==> config.mk <==
export PLATFORM = sky130hd
export DESIGN_NAME = hbpwm_top
export DESIGN_NICKNAME = d
export VERILOG_FILES = /design/src/core/hbpwm_pkg.sv /design/src/core/hbpwm_top.sv
export SDC_FILE = /design/constraint.sdc
export NUM_CORES = 2
export LEC_CHECK = 0
export BUFFER_PORTS_ARGS = -buffer_cell sky130_fd_sc_hd__buf_2
export CORE_MARGIN = 8
export CORE_UTILIZATION = 59
export CTS_CLUSTER_DIAMETER = 30
export DETAILED_ROUTE_END_ITERATION = 8
export PLACE_DENSITY = 0.83
export SYNTH_ARGS = -nofsm -noshare
export SYNTH_HDL_FRONTEND = slang
export SYNTH_SLANG_ARGS = --single-unit
==> constraint.sdc <==
create_clock -name clk -period 5.5 [get_ports clk]
set_clock_uncertainty 0.15 [all_clocks]
set_input_delay 0.55 -clock clk [delete_from_list [all_inputs] [get_ports clk]]
set_output_delay 0.55 -clock clk [all_outputs]
set_load 0.005 [all_outputs]
==> src/core/hbpwm_pkg.sv <==
package hbpwm_pkg;

  localparam int          NUM_BRIDGES  = 3;
  localparam logic [7:0]  ADDR_CTRL    = 8'h00;
  localparam logic [7:0]  ADDR_MODE    = 8'h04;
  localparam logic [7:0]  ADDR_TIME0   = 8'h10;
  localparam logic [7:0]  ADDR_PCHG0   = 8'h20;
  localparam logic [7:0]  ADDR_STAT0   = 8'h30;

  localparam int          CTRL_SEL_BIT  = 0;
  localparam int          CTRL_DET_BIT  = 1;
  localparam int          CTRL_TMOD_BIT = 2;
  localparam int          CTRL_AGC_MSB  = 4;
  localparam int          CFG_WIDTH     = 4;

  localparam logic [4:0]  CTRL_RST     = 5'h00;
  localparam logic [11:0] MODE_RST     = 12'h000;
  localparam logic [23:0] TIME_RST     = 24'h201010;
  localparam logic [21:0] PCHG_RST     = 22'h200808;
  localparam logic [5:0]  CUR_MIN      = 6'h01;
  localparam logic [5:0]  CUR_INIT     = 6'h08;

  localparam logic [1:0]  RESP_OKAY    = 2'h0;
  localparam logic [1:0]  RESP_SLVERR  = 2'h2;

  typedef enum logic [1:0] {
    MODE_PASSIVE_OFF = 2'h0,
    MODE_LS_PWM      = 2'h1,
    MODE_HS_PWM      = 2'h2,
    MODE_ACTIVE_OFF  = 2'h3
  } hbpwm_mode_e;

  typedef enum logic [2:0] {
    MS_IDLE = 3'h1,
    MS_ON   = 3'h2,
    MS_OFF  = 3'h4
  } hbpwm_meas_e;

  typedef struct packed {
    logic        active_freewheel_en;
    logic        bridge_pwm_enable;
    hbpwm_mode_e bridge_mode;
  } hbpwm_cfg_s;

endpackage : hbpwm_pkg

==> src/core/hbpwm_top.sv <==
// Decided for this implementation: register access over AXI4-Lite and the register offsets.
`timescale 1ns/1ps
module hbpwm_top
  import hbpwm_pkg::*;
(
  input  wire logic                   clk,
  input  wire logic                   srst,
  input  wire logic [7:0]             s_axi_awaddr,
  input  wire logic                   s_axi_awvalid,
  output logic                        s_axi_awready,
  input  wire logic [31:0]            s_axi_wdata,
  input  wire logic [3:0]             s_axi_wstrb,
  input  wire logic                   s_axi_wvalid,
  output logic                        s_axi_wready,
  output logic [1:0]                  s_axi_bresp,
  output logic                        s_axi_bvalid,
  input  wire logic                   s_axi_bready,
  input  wire logic [7:0]             s_axi_araddr,
  input  wire logic                   s_axi_arvalid,
  output logic                        s_axi_arready,
  output logic [31:0]                 s_axi_rdata,
  output logic [1:0]                  s_axi_rresp,
  output logic                        s_axi_rvalid,
  input  wire logic                   s_axi_rready,
  input  wire logic                   pwm_in_a,
  input  wire logic                   pwm_in_c,
  input  wire logic                   pwm_in_e,
  input  wire logic [NUM_BRIDGES-1:0] sw_start,
  input  wire logic [NUM_BRIDGES-1:0] sw_done,
  input  wire logic [NUM_BRIDGES-1:0] pwm_fet_active,
  output logic [NUM_BRIDGES-1:0]      high_side_fet,
  output logic [NUM_BRIDGES-1:0]      low_side_fet,
  output logic [NUM_BRIDGES-1:0]      hold_off_active,
  output logic [3*6-1:0]              gate_current
);

  function automatic logic [31:0] hbpwm_merge(input logic [31:0] o, input logic [31:0] n,
                                              input logic [3:0] s);
    logic [31:0] r;
    r = o;
    for (int i = 0; i < 4; i++)
    begin
      if (s[i])
        r[i*8+:8] = n[i*8+:8];
    end
    return r;
  endfunction : hbpwm_merge

  // per-bridge word at base + 4*b, b = 0..2
  function automatic logic hbpwm_hit(input logic [7:0] a, input logic [7:0] base);
    return a[7:4] == base[7:4] && a[3:2] != 2'h3 && a[1:0] == 2'h0;
  endfunction : hbpwm_hit

  function automatic logic [5:0] hbpwm_adapt(input logic [5:0] l, input logic up,
                                             input logic [5:0] mx);
    logic [5:0] r;
    r = l;
    if (up && l < mx)
      r = l + 6'h01;
    else if (!up && l > CUR_MIN)
      r = l - 6'h01;
    if (r > mx)
      r = mx;
    if (r < CUR_MIN)
      r = CUR_MIN;
    return r;
  endfunction : hbpwm_adapt

  logic [11:0] sy1_r;
  logic [11:0] sy2_r;
  logic [4:0]  ctrl_r;
  logic [11:0] mode_r;
  logic [23:0] time_r [NUM_BRIDGES];
  logic [21:0] pchg_r [NUM_BRIDGES];
  logic [31:0] stat_r [NUM_BRIDGES];
  logic        hs_r   [NUM_BRIDGES];
  logic        ls_r   [NUM_BRIDGES];
  logic        hold_r [NUM_BRIDGES];
  logic [5:0]  cur_r  [NUM_BRIDGES];
  logic        awready_r;
  logic        wready_r;
  logic        bvalid_r;
  logic [1:0]  bresp_r;
  logic        arready_r;
  logic        rvalid_r;
  logic [1:0]  rresp_r;
  logic [31:0] rdata_r;

  // first stage feeds only the second
  always_ff @(posedge clk)
  begin
    if (srst)
    begin
      sy1_r <= 12'h000;
      sy2_r <= 12'h000;
    end
    else
    begin
      sy1_r <= {pwm_fet_active, sw_done, sw_start, pwm_in_e, pwm_in_c, pwm_in_a};
      sy2_r <= sy1_r;
    end
  end

  wire        sel_six = ctrl_r[CTRL_SEL_BIT];
  wire        det_en  = ctrl_r[CTRL_DET_BIT];
  wire        tmod_en = ctrl_r[CTRL_TMOD_BIT];
  wire        adapt_en = ctrl_r[CTRL_AGC_MSB];
  wire [1:0]  wi      = s_axi_awaddr[3:2];
  wire [1:0]  ri      = s_axi_araddr[3:2];
  wire        wa_ctrl = s_axi_awaddr == ADDR_CTRL;
  wire        wa_mode = s_axi_awaddr == ADDR_MODE;
  wire        wa_time = hbpwm_hit(s_axi_awaddr, ADDR_TIME0);
  wire        wa_pchg = hbpwm_hit(s_axi_awaddr, ADDR_PCHG0);
  wire        wa_stat = hbpwm_hit(s_axi_awaddr, ADDR_STAT0);
  wire        wr_hit  = wa_ctrl | wa_mode | wa_time | wa_pchg | wa_stat;
  wire        ra_ctrl = s_axi_araddr == ADDR_CTRL;
  wire        ra_mode = s_axi_araddr == ADDR_MODE;
  wire        ra_time = hbpwm_hit(s_axi_araddr, ADDR_TIME0);
  wire        ra_pchg = hbpwm_hit(s_axi_araddr, ADDR_PCHG0);
  wire        ra_stat = hbpwm_hit(s_axi_araddr, ADDR_STAT0);
  wire        rd_hit  = ra_ctrl | ra_mode | ra_time | ra_pchg | ra_stat;
  // both channels taken together keeps the slave simple
  wire        wr_go   = s_axi_awvalid & s_axi_wvalid & ~awready_r & ~bvalid_r;
  wire        rd_go   = s_axi_arvalid & ~arready_r & ~rvalid_r;
  wire [31:0] wmerge  = hbpwm_merge(32'h0000_0000, s_axi_wdata, s_axi_wstrb);
  wire [31:0] rd_dat  = ra_ctrl ? {27'h0000000, ctrl_r} :
                        ra_mode ? {20'h00000, mode_r} :
                        ra_time ? {8'h00, time_r[ri]} :
                        ra_pchg ? {10'h000, pchg_r[ri]} :
                        ra_stat ? stat_r[ri] : 32'h0000_0000;
  wire [31:0] ctrl_m  = hbpwm_merge({27'h0000000, ctrl_r}, s_axi_wdata, s_axi_wstrb);
  wire [31:0] mode_m  = hbpwm_merge({20'h00000, mode_r}, s_axi_wdata, s_axi_wstrb);

  always_ff @(posedge clk)
  begin
    if (srst)
    begin
      awready_r <= 1'b0;
      wready_r  <= 1'b0;
      bvalid_r  <= 1'b0;
      bresp_r   <= RESP_OKAY;
    end
    else
    begin
      awready_r <= wr_go;
      wready_r  <= wr_go;
      if (wr_go)
      begin
        bvalid_r <= 1'b1;
        bresp_r  <= wr_hit ? RESP_OKAY : RESP_SLVERR;
      end
      else if (s_axi_bready)
        bvalid_r <= 1'b0;
    end
  end

  always_ff @(posedge clk)
  begin
    if (srst)
    begin
      arready_r <= 1'b0;
      rvalid_r  <= 1'b0;
      rresp_r   <= RESP_OKAY;
      rdata_r   <= 32'h0000_0000;
    end
    else
    begin
      arready_r <= rd_go;
      if (rd_go)
      begin
        rvalid_r <= 1'b1;
        rresp_r  <= rd_hit ? RESP_OKAY : RESP_SLVERR;
        rdata_r  <= rd_dat;
      end
      else if (s_axi_rready)
        rvalid_r <= 1'b0;
    end
  end

  // status words are read-only; writes to them are dropped
  always_ff @(posedge clk)
  begin
    if (srst)
    begin
      ctrl_r <= CTRL_RST;
      mode_r <= MODE_RST;
    end
    else if (wr_go)
    begin
      if (wa_ctrl)
        ctrl_r <= ctrl_m[4:0];
      if (wa_mode)
        mode_r <= mode_m[11:0];
    end
  end

  genvar b;
  generate
    for (b = 0; b < NUM_BRIDGES; b++)
    begin : g_br
      hbpwm_cfg_s  cfg;
      hbpwm_meas_e ms_r;
      logic        pq_r;
      logic        shon_r;
      logic        shoff_r;
      logic        seen_r;
      logic        phk_r;
      logic        stl_r;
      logic        dnl_r;
      logic [7:0]  cnt_r;
      logic [7:0]  dt_r;
      logic [7:0]  ph_r;
      logic [7:0]  mc_r;
      logic [7:0]  t1_r;
      logic [5:0]  p1_r;
      logic [5:0]  p2_r;
      logic [5:0]  d1_r;
      logic [5:0]  d2_r;

      assign cfg = mode_r[b*CFG_WIDTH+:CFG_WIDTH];
      wire       pwm   = sy2_r[b];
      // levels left over from the last switching count only once seen low
      wire       st_raw = sy2_r[3+b];
      wire       dn_raw = sy2_r[6+b];
      wire       st    = st_raw & stl_r;
      wire       dn    = dn_raw & dnl_r;
      wire       dir   = sy2_r[9+b];
      wire [7:0] fw_w  = time_r[b][7:0];
      wire [7:0] act_w = time_r[b][15:8];
      wire [7:0] blk_w = time_r[b][23:16];
      wire [7:0] pd    = pchg_r[b][7:0];
      wire [7:0] pdd   = pchg_r[b][15:8];
      wire [5:0] mx    = pchg_r[b][21:16];
      wire       re    = pwm & ~pq_r;
      wire       fe    = ~pwm & pq_r;
      wire       shrt  = shon_r | shoff_r;
      wire       act   = ~det_en | shrt | dir;
      wire       afw_e = cfg.active_freewheel_en & ~shrt;
      wire       run   = cfg.bridge_pwm_enable & ~sel_six &
                         (cfg.bridge_mode == MODE_LS_PWM || cfg.bridge_mode == MODE_HS_PWM);
      wire       quiet = dt_r == 8'h00 && !re && !fe;
      wire       pf    = run & pwm & quiet;
      wire       of    = run & ~pwm & afw_e & quiet;
      wire       hs_n  = (cfg.bridge_mode == MODE_HS_PWM) ? pf : of;
      wire       ls_n  = (cfg.bridge_mode == MODE_LS_PWM) ? pf : of;
      wire       frst  = ph_r > ((phk_r ? pd : pdd) >> 1);
      wire       half2 = tmod_en & ~frst;
      wire [5:0] cur_n = (ph_r == 8'h00) ? 6'h00 :
                         phk_r ? (half2 ? p2_r : p1_r) : (half2 ? d2_r : d1_r);
      // measured fet is the active one; with detection off that is the pwm fet
      wire       on_ev = run & (act ? re : fe);
      wire       of_ev = run & (act ? fe : re);
      wire       lim   = mc_r >= ((ms_r == MS_ON) ? blk_w : act_w);
      wire       fin   = (ms_r != MS_IDLE) & (dn | lim);
      wire [7:0] tdel  = (seen_r | st) ? t1_r : 8'h00;
      wire [7:0] tsw   = dn ? mc_r - t1_r : 8'h00;
      wire [31:0] time_m = hbpwm_merge({8'h00, time_r[b]}, s_axi_wdata, s_axi_wstrb);
      wire [31:0] pchg_m = hbpwm_merge({10'h000, pchg_r[b]}, s_axi_wdata, s_axi_wstrb);

      always_ff @(posedge clk)
      begin
        if (srst)
        begin
          pq_r    <= 1'b0;
          cnt_r   <= 8'h00;
          shon_r  <= 1'b0;
          shoff_r <= 1'b0;
          dt_r    <= 8'h00;
        end
        else
        begin
          pq_r  <= pwm;
          cnt_r <= (re | fe) ? 8'h00 : cnt_r + {7'h00, cnt_r != 8'hFF};
          if (fe)
            shon_r <= cnt_r < fw_w;
          if (re)
            shoff_r <= cnt_r < act_w;
          // break before make: opposite fet settles before the next one turns on
          if (re)
            dt_r <= act ? fw_w : act_w;
          else if (fe)
            dt_r <= act ? act_w : fw_w;
          else if (dt_r != 8'h00)
            dt_r <= dt_r - 8'h01;
        end
      end

      always_ff @(posedge clk)
      begin
        if (srst)
        begin
          hs_r[b]   <= 1'b0;
          ls_r[b]   <= 1'b0;
          hold_r[b] <= 1'b0;
          cur_r[b]  <= 6'h00;
          ph_r      <= 8'h00;
          phk_r     <= 1'b0;
        end
        else
        begin
          hs_r[b]   <= hs_n;
          ls_r[b]   <= ls_n;
          hold_r[b] <= cfg.bridge_mode == MODE_ACTIVE_OFF;
          cur_r[b]  <= cur_n;
          if (on_ev)
          begin
            ph_r  <= pd;
            phk_r <= 1'b1;
          end
          else if (of_ev)
          begin
            ph_r  <= pdd;
            phk_r <= 1'b0;
          end
          else if (ph_r != 8'h00)
            ph_r <= ph_r - 8'h01;
        end
      end

      always_ff @(posedge clk)
      begin
        if (srst)
        begin
          ms_r   <= MS_IDLE;
          mc_r   <= 8'h00;
          t1_r   <= 8'h00;
          seen_r <= 1'b0;
          stl_r  <= 1'b0;
          dnl_r  <= 1'b0;
        end
        else
        begin
          mc_r <= mc_r + {7'h00, mc_r != 8'hFF};
          if (on_ev | of_ev)
          begin
            stl_r <= 1'b0;
            dnl_r <= 1'b0;
          end
          else
          begin
            if (!st_raw)
              stl_r <= 1'b1;
            if (!dn_raw)
              dnl_r <= 1'b1;
          end
          if (st && !seen_r)
          begin
            seen_r <= 1'b1;
            t1_r   <= mc_r;
          end
          case (ms_r)
            MS_IDLE, MS_ON, MS_OFF:
            begin
              if (on_ev | of_ev)
              begin
                ms_r   <= on_ev ? MS_ON : MS_OFF;
                mc_r   <= 8'h00;
                seen_r <= 1'b0;
                t1_r   <= 8'h00;
              end
              else if (fin)
                ms_r <= MS_IDLE;
            end
            default: ms_r <= MS_IDLE;
          endcase
        end
      end

      // a new edge before the end abandons the measurement unreported
      always_ff @(posedge clk)
      begin
        if (srst)
        begin
          stat_r[b] <= 32'h0000_0000;
          time_r[b] <= TIME_RST;
          pchg_r[b] <= PCHG_RST;
          p1_r      <= CUR_INIT;
          p2_r      <= CUR_INIT;
          d1_r      <= CUR_INIT;
          d2_r      <= CUR_INIT;
        end
        else
        begin
          if (wr_go && wa_time && wi == 2'(b))
            time_r[b] <= time_m[23:0];
          if (wr_go && wa_pchg && wi == 2'(b))
            pchg_r[b] <= pchg_m[21:0];
          if (fin && !on_ev && !of_ev)
          begin
            if (shrt)
              stat_r[b] <= 32'h0000_0000;
            else if (ms_r == MS_ON)
              stat_r[b][15:0] <= {tsw, tdel};
            else
              stat_r[b][31:16] <= {tsw, tdel};
            if (adapt_en && ms_r == MS_ON)
            begin
              p1_r <= hbpwm_adapt(p1_r, !(seen_r | st) || t1_r > pd, mx);
              p2_r <= hbpwm_adapt(p2_r, !dn, mx);
            end
            else if (adapt_en)
            begin
              d1_r <= hbpwm_adapt(d1_r, !(seen_r | st) || t1_r > pdd, mx);
              d2_r <= hbpwm_adapt(d2_r, !dn, mx);
            end
          end
        end
      end

      assign high_side_fet[b]      = hs_r[b];
      assign low_side_fet[b]       = ls_r[b];
      assign hold_off_active[b]    = hold_r[b];
      assign gate_current[b*6+:6]  = cur_r[b];
    end
  endgenerate

  assign s_axi_awready = awready_r;
  assign s_axi_wready  = wready_r;
  assign s_axi_bvalid  = bvalid_r;
  assign s_axi_bresp   = bresp_r;
  assign s_axi_arready = arready_r;
  assign s_axi_rvalid  = rvalid_r;
  assign s_axi_rresp   = rresp_r;
  assign s_axi_rdata   = rdata_r;

  wire unused_ok = &{1'b0, wmerge};

endmodule : hbpwm_top

# ---- Yosys cells after proc, flatten, opt, wreduce, memory -nomap -nowiden
# Memories as Yosys holds them, arrays and structs flattened.
# Index checks and enable logic that the tools add are counted.
dict set report word_totals {
  n_memories 7
  out_inout_bits 68
  mem_bits_rw 261
  wordCells 847
  register_bits 303
}
# memory words width rd rd_clocked_by_memory_dff wr line_no
set memory_table {}
lappend memory_table {stat_r 3 32 1 0 3 hbpwm_top.sv:75} ;# logic [31:0] stat_r [NUM_BRIDGES];
lappend memory_table {time_r 3 24 4 0 3 hbpwm_top.sv:73} ;# logic [23:0] time_r [NUM_BRIDGES];
lappend memory_table {pchg_r 3 22 4 0 3 hbpwm_top.sv:74} ;# logic [21:0] pchg_r [NUM_BRIDGES];
lappend memory_table {cur_r 3 6 3 0 3 hbpwm_top.sv:79} ;# logic [5:0] cur_r [NUM_BRIDGES];
lappend memory_table {hold_r 3 1 3 0 3 hbpwm_top.sv:78} ;# logic hold_r [NUM_BRIDGES];
lappend memory_table {hs_r 3 1 3 0 3 hbpwm_top.sv:76} ;# logic hs_r [NUM_BRIDGES];
lappend memory_table {{+1 memories} - - - - - -}
dict set report classes {
  magnitude_cmp 66
  n_bitwise 133
  n_addsub 39
  muxes 350
  n_eq_ne 39
  n_reduce_logical 150
}
# operator count
set ops {}
lappend ops {{$mux W6} 150}
lappend ops {{$mux W8} 66}
lappend ops {{$mux W32} 8}
lappend ops {{$mux W1} 103}
lappend ops {{$mux W16} 6}
lappend ops {{$add A6 B1 Y6 const B} 12}
lappend ops {{$gt A6 B1 Y1 const B} 12}
lappend ops {{$gt A6 B6 Y1} 12}
lappend ops {{$lt A6 B1 Y1 const B} 12}
lappend ops {{$lt A6 B6 Y1} 12}
lappend ops {{$mux W24} 3}
lappend ops {{$sub A6 B1 Y6 const B} 12}
lappend ops {{$mux W22} 3}
lappend ops {{$logic_not A8 Y1} 8}
lappend ops {{$logic_and A1 B1 Y1} 62}
lappend ops {{$or A1 B1 Y1} 56}
lappend ops {{$and A1 B1 Y1} 53}
lappend ops {{$add A8 B1 Y8} 6}
lappend ops {{$gt A8 B8 Y1} 6}
lappend ops {{$lt A8 B8 Y1} 6}
lappend ops {{$ne A8 B8 Y1 const B} 6}
lappend ops {{$reduce_bool A8 Y1} 6}
lappend ops {{$sub A8 B1 Y8 const B} 6}
lappend ops {{$logic_not A1 Y1} 27}
lappend ops {{other kinds (24)} 124}

# ---- Depth between registers and ports, before layout
dict set report logic_depth {
  ltp_word 20
  mapped_depth 20
}

# ---- Worst setup path after synthesis
# Ideal clock, no wire load.
dict set report synth_timing {
  kind {register to register}
  from {mem pchg_r[2][17]}
  to {reg g_br[2].d1_r[0]}
  n_path_buf 2
  t_arrival_ps 4238
  path_stages_with_launch 17
  setup_time_ps 86
  setup_slack_ps 1027
  required_time_ps 5264
  cell_sequence {edfxtp_1 clkbuf_1 inv_1 ha_1 a2111oi_2 o21a_2 o311ai_1 or3_2 a21oi_2 ha_1 and3_1 and4_1 a211oi_1 dlygate4sd1_1 o311ai_1 or4_1 a211oi_1}
}
# item line_no
set synth_rtl {}
lappend synth_rtl {{start, declared} hbpwm_top.sv:74}
lappend synth_rtl {{end signal, assigned} hbpwm_top.sv:403} ;# d1_r <= hbpwm_adapt(d1_r, !(seen_r | st) || t1_r > pdd, mx);
lappend synth_rtl {{end, declared} hbpwm_top.sv:217} ;# logic [5:0] d1_r;

==> results.json <==
{
  "crit_family": "simple AND/OR/NAND/NOR gates",
  "vias": 32840,
  "period_share": 0.8982,
  "grtUsageTotal": 0.3205,
  "ctsLongestPathBuffers": 3,
  "rr_endpoint": "g_br[2].d1_r[0]$_SDFFE_PP0P_",
  "clock_latency_ps": 690,
  "cts_htree_levels": 3,
  "mappedNetlistArea_um2": 36370,
  "antenna_found_initial": 6,
  "numCtsBuffers": 114,
  "syn_avg_cell_area_um2": 9.023,
  "drc_errors": 0,
  "drtIter0Drc": 4140,
  "dieArea_um2": 69850,
  "synth_top_family_by_area": "simple AND/OR/NAND/NOR gates",
  "setup.worst_path.start": "pchg_r[2][17]$_SDFFCE_PN0P_",
  "setup_viol": 0,
  "die_y_um": 264.3,
  "min_path_type": "in2reg",
  "viasPerCell": 6.488,
  "worstPathMaxFanout": 12,
  "tns_ps": 0,
  "timing.final.crit_period_ps": 4940,
  "first_pass_iters": 9,
  "cts.hold.buffers_added": 14,
  "cp.depth": 16,
  "status": "finished clean",
  "rows": 91,
  "area_growth_pct": 15.54,
  "reg2reg_slack_ps": 560,
  "reg2reg_depth": 16,
  "dp_hpwl_mm": 82.98,
  "drive_gt1_frac": 0.1164,
  "ant_nets": 0,
  "crit_end": "g_br[2].d1_r[0]$_SDFFE_PP0P_",
  "cp-start-kind": "register",
  "grt_max_degree": 107,
  "final_cell_mix": "nor2_1, ha_1, nand2_1, dfxtp_1, a21oi_1",
  "overflow": 0,
  "cpPeakStageDelay_ps": 640,
  "fp.dieW_um": 264.3,
  "synth_xor_area_frac": 0.03203,
  "cp.arrival_ps": 5370,
  "ys_async_sr_fraction": 0,
  "io_buffers": 127,
  "drt-wirelength-per-cell_um": 23.14,
  "clock.fmax_mhz": 202.4,
  "postSynthCellCount": 4031,
  "start_util": 0.5927,
  "finalHoldViolations": 0,
  "path_class": "reg2reg",
  "ys_types": 99,
  "cts_tree": "built",
  "yosys_warnings": 0,
  "setup.worst_path.end_class": "register",
  "n_fill_cell": 4485,
  "p_leak_nw": 17.64,
  "critPathBufInv": 3,
  "wl_mm": 117.1,
  "synth_edf_count": 234,
  "cts_resized": 0,
  "root_buffer": "clkbuf_16",
  "rsz0062_at_grt": "false",
  "required_ps": 5930,
  "synthFlopType": "dfxtp_1",
  "cp_cell_sequence": "inv_1, ha_1, a2111oi_2, o21a_2, o311ai_1, or3_2, a21oi_2, ha_1, and3_1, and4_1, a211oi_1, buf_4, inv_1, mux2_2, or4_1, a211oi_1",
  "grt_pass1_wl_mm": 176.5,
  "synthAdderAreaFrac": 0.1255,
  "peakVddDrop_v": 0.0004334,
  "slew_viol_final": 0,
  "placed_area_um2": 37720,
  "tightest_slew_ps": 1431,
  "postCtsSetupBuffers": 0,
  "stdcell_count": 5062,
  "grt_pass1_vias": 30760,
  "crit_slowest_cell": "edfxtp_1",
  "clk_pin_slew_ps": 60,
  "mostFrequentLayoutCell": "nor2_1",
  "cts.sinks": 562,
  "gp_congestion": 0.9904,
  "total_power_mw": 14.39,
  "r2r-start": "pchg_r[2][17]$_SDFFCE_PN0P_",
  "synth-compound-area-share": 0.1428,
  "core-area_um2": 61370,
  "synth_mux_area_frac": 0.07502,
  "power_density_nw_per_um2": 342.4,
  "yosys.area_share.simple": 0.2050,
  "ys_ff_latch": 562,
  "ys_seq_area_frac": 0.3737,
  "drv_cap": 0,
  "slew_headroom": 0.04048,
  "final_util": 0.6848,
  "fin_area_um2": 42030,
  "io_pins": 139,
  "dp.cells": 4820,
  "nets": 4595
}
## final cells by class
cell class / instances / area [um2] / share of cell area
clock inverter: 78 / 1012 / 0.02409
antenna: 10 / 25.02 / 0.0005954
inverter: 221 / 829.5 / 0.01974
timing repair buffer: 210 / 1305 / 0.03105
multi-input combinational: 3052 / 21150 / 0.5032
tap: 790 / 988.4 / 0.02352
sequential: 562 / 13590 / 0.3234
clock buffer: 139 / 3124 / 0.07434
## cell usage after synthesis (19+ instances only)
cell type,count,area share
o211ai_1,29,0.0060
o21ai_0,147,0.020
nor3_1,137,0.019
a31oi_1,25,0.0043
edfxtp_1,234,0.19
o21a_1,28,0.0058
mux2i_1,177,0.049
mux4_2,33,0.020
nand3_1,80,0.011
nand2b_1,39,0.0067
a21o_1,35,0.0072
mux2_2,19,0.0059
a221oi_1,29,0.0070
nand3b_1,19,0.0039
or3_1,40,0.0069
dfxtp_1,328,0.18
and2_1,137,0.024
nand2_1,349,0.036
clkbuf_1,154,0.016
o22ai_1,23,0.0040
nor4_1,24,0.0041
and3_1,45,0.0077
nor2_1,452,0.047
nor2b_1,87,0.015
a21oi_1,243,0.033
inv_1,217,0.022
xor2_1,72,0.017
nand4_1,40,0.0069
xnor2_1,61,0.015
a311oi_1,26,0.0063
a211oi_1,66,0.014
ha_1,360,0.12
## through the flow
step	setup slack [ps]	hold slack, ps
floorplan	1027	263.8
global placement	644.5	267.9
detailed placement	600.7	271.8
CTS	605.7	6.584
global route	272.8	36.84
finish	559.8	20.60
## power by group
group | internal [mW] | leakage, nW | switching [mW] | total [mW]
logic | 0.916 | 10.6 | 1.28 | 2.20
clock network | 4.80 | 1.99 | 2.49 | 7.30
registers | 4.60 | 5.03 | 0.297 | 4.90
## state kept, by name (all words and copies together) (netlist names), 5 cells and up
name / flops
time_r: 72
g_br.dt_r: 24
g_br.d2_r: 18
pchg_r: 66
g_br.t1_r: 24
g_br.d1_r: 18
ctrl_r: 5
g_br.ph_r: 24
sy1_r: 12
g_br.mc_r: 24
cur_r: 18
sy2_r: 12
g_br.p2_r: 18
mode_r: 12
stat_r: 96
g_br.ms_r: 9
s_axi_rdata: 32
g_br.p1_r: 18
g_br.cnt_r: 24
## kinds of logic after synthesis
kind of cell / after synthesis
AOI/OAI and AO/OA: 796
other: 1
muxes: 229
xor gates and xnor gates: 133
DFF: 562
and+or+nand+nor: 1529
adders and majority gates: 363
buffers and inverters: 418
## worst register-to-register path: cells and delay by family (launching register included)
kind	cells	cell delay [ps]
buffers and inverters	3	610
flip-flops	1	640
adder cells (fa/ha/maj)	2	630
AND/OR/NAND/NOR	4	1330
AO/OA/AOI/OAI	6	1210
multiplexers	1	300
## layer usage
layer  vias to the layer above  wire [um]  GRT usage
li1                      14840          -          -
met1                     15310      43780     0.4042
met2                      2219      50240     0.4853
met3                       473      15420    0.09754
met4                         2       7625     0.1828
met5                         -         79          0
## worst min-delay path by stage
stage	endpoint	start	slack, ps	cells past startpoint
finish	s_axi_wready$_SDFF_PP0_	s_axi_awvalid	20	3
global route	s_axi_wready$_SDFF_PP0_	s_axi_awvalid	40	3
CTS	s_axi_wready$_SDFF_PP0_	s_axi_awvalid	7	3
detailed placement	sy2_r[10]$_SDFF_PP0_	sy1_r[10]$_SDFF_PP0_	270	1
global placement	sy2_r[10]$_SDFF_PP0_	sy1_r[10]$_SDFF_PP0_	270	1
floorplan	sy2_r[0]$_SDFF_PP0_	sy1_r[0]$_SDFF_PP0_	260	1
Note: power is estimated with default switching activity, not from simulation.
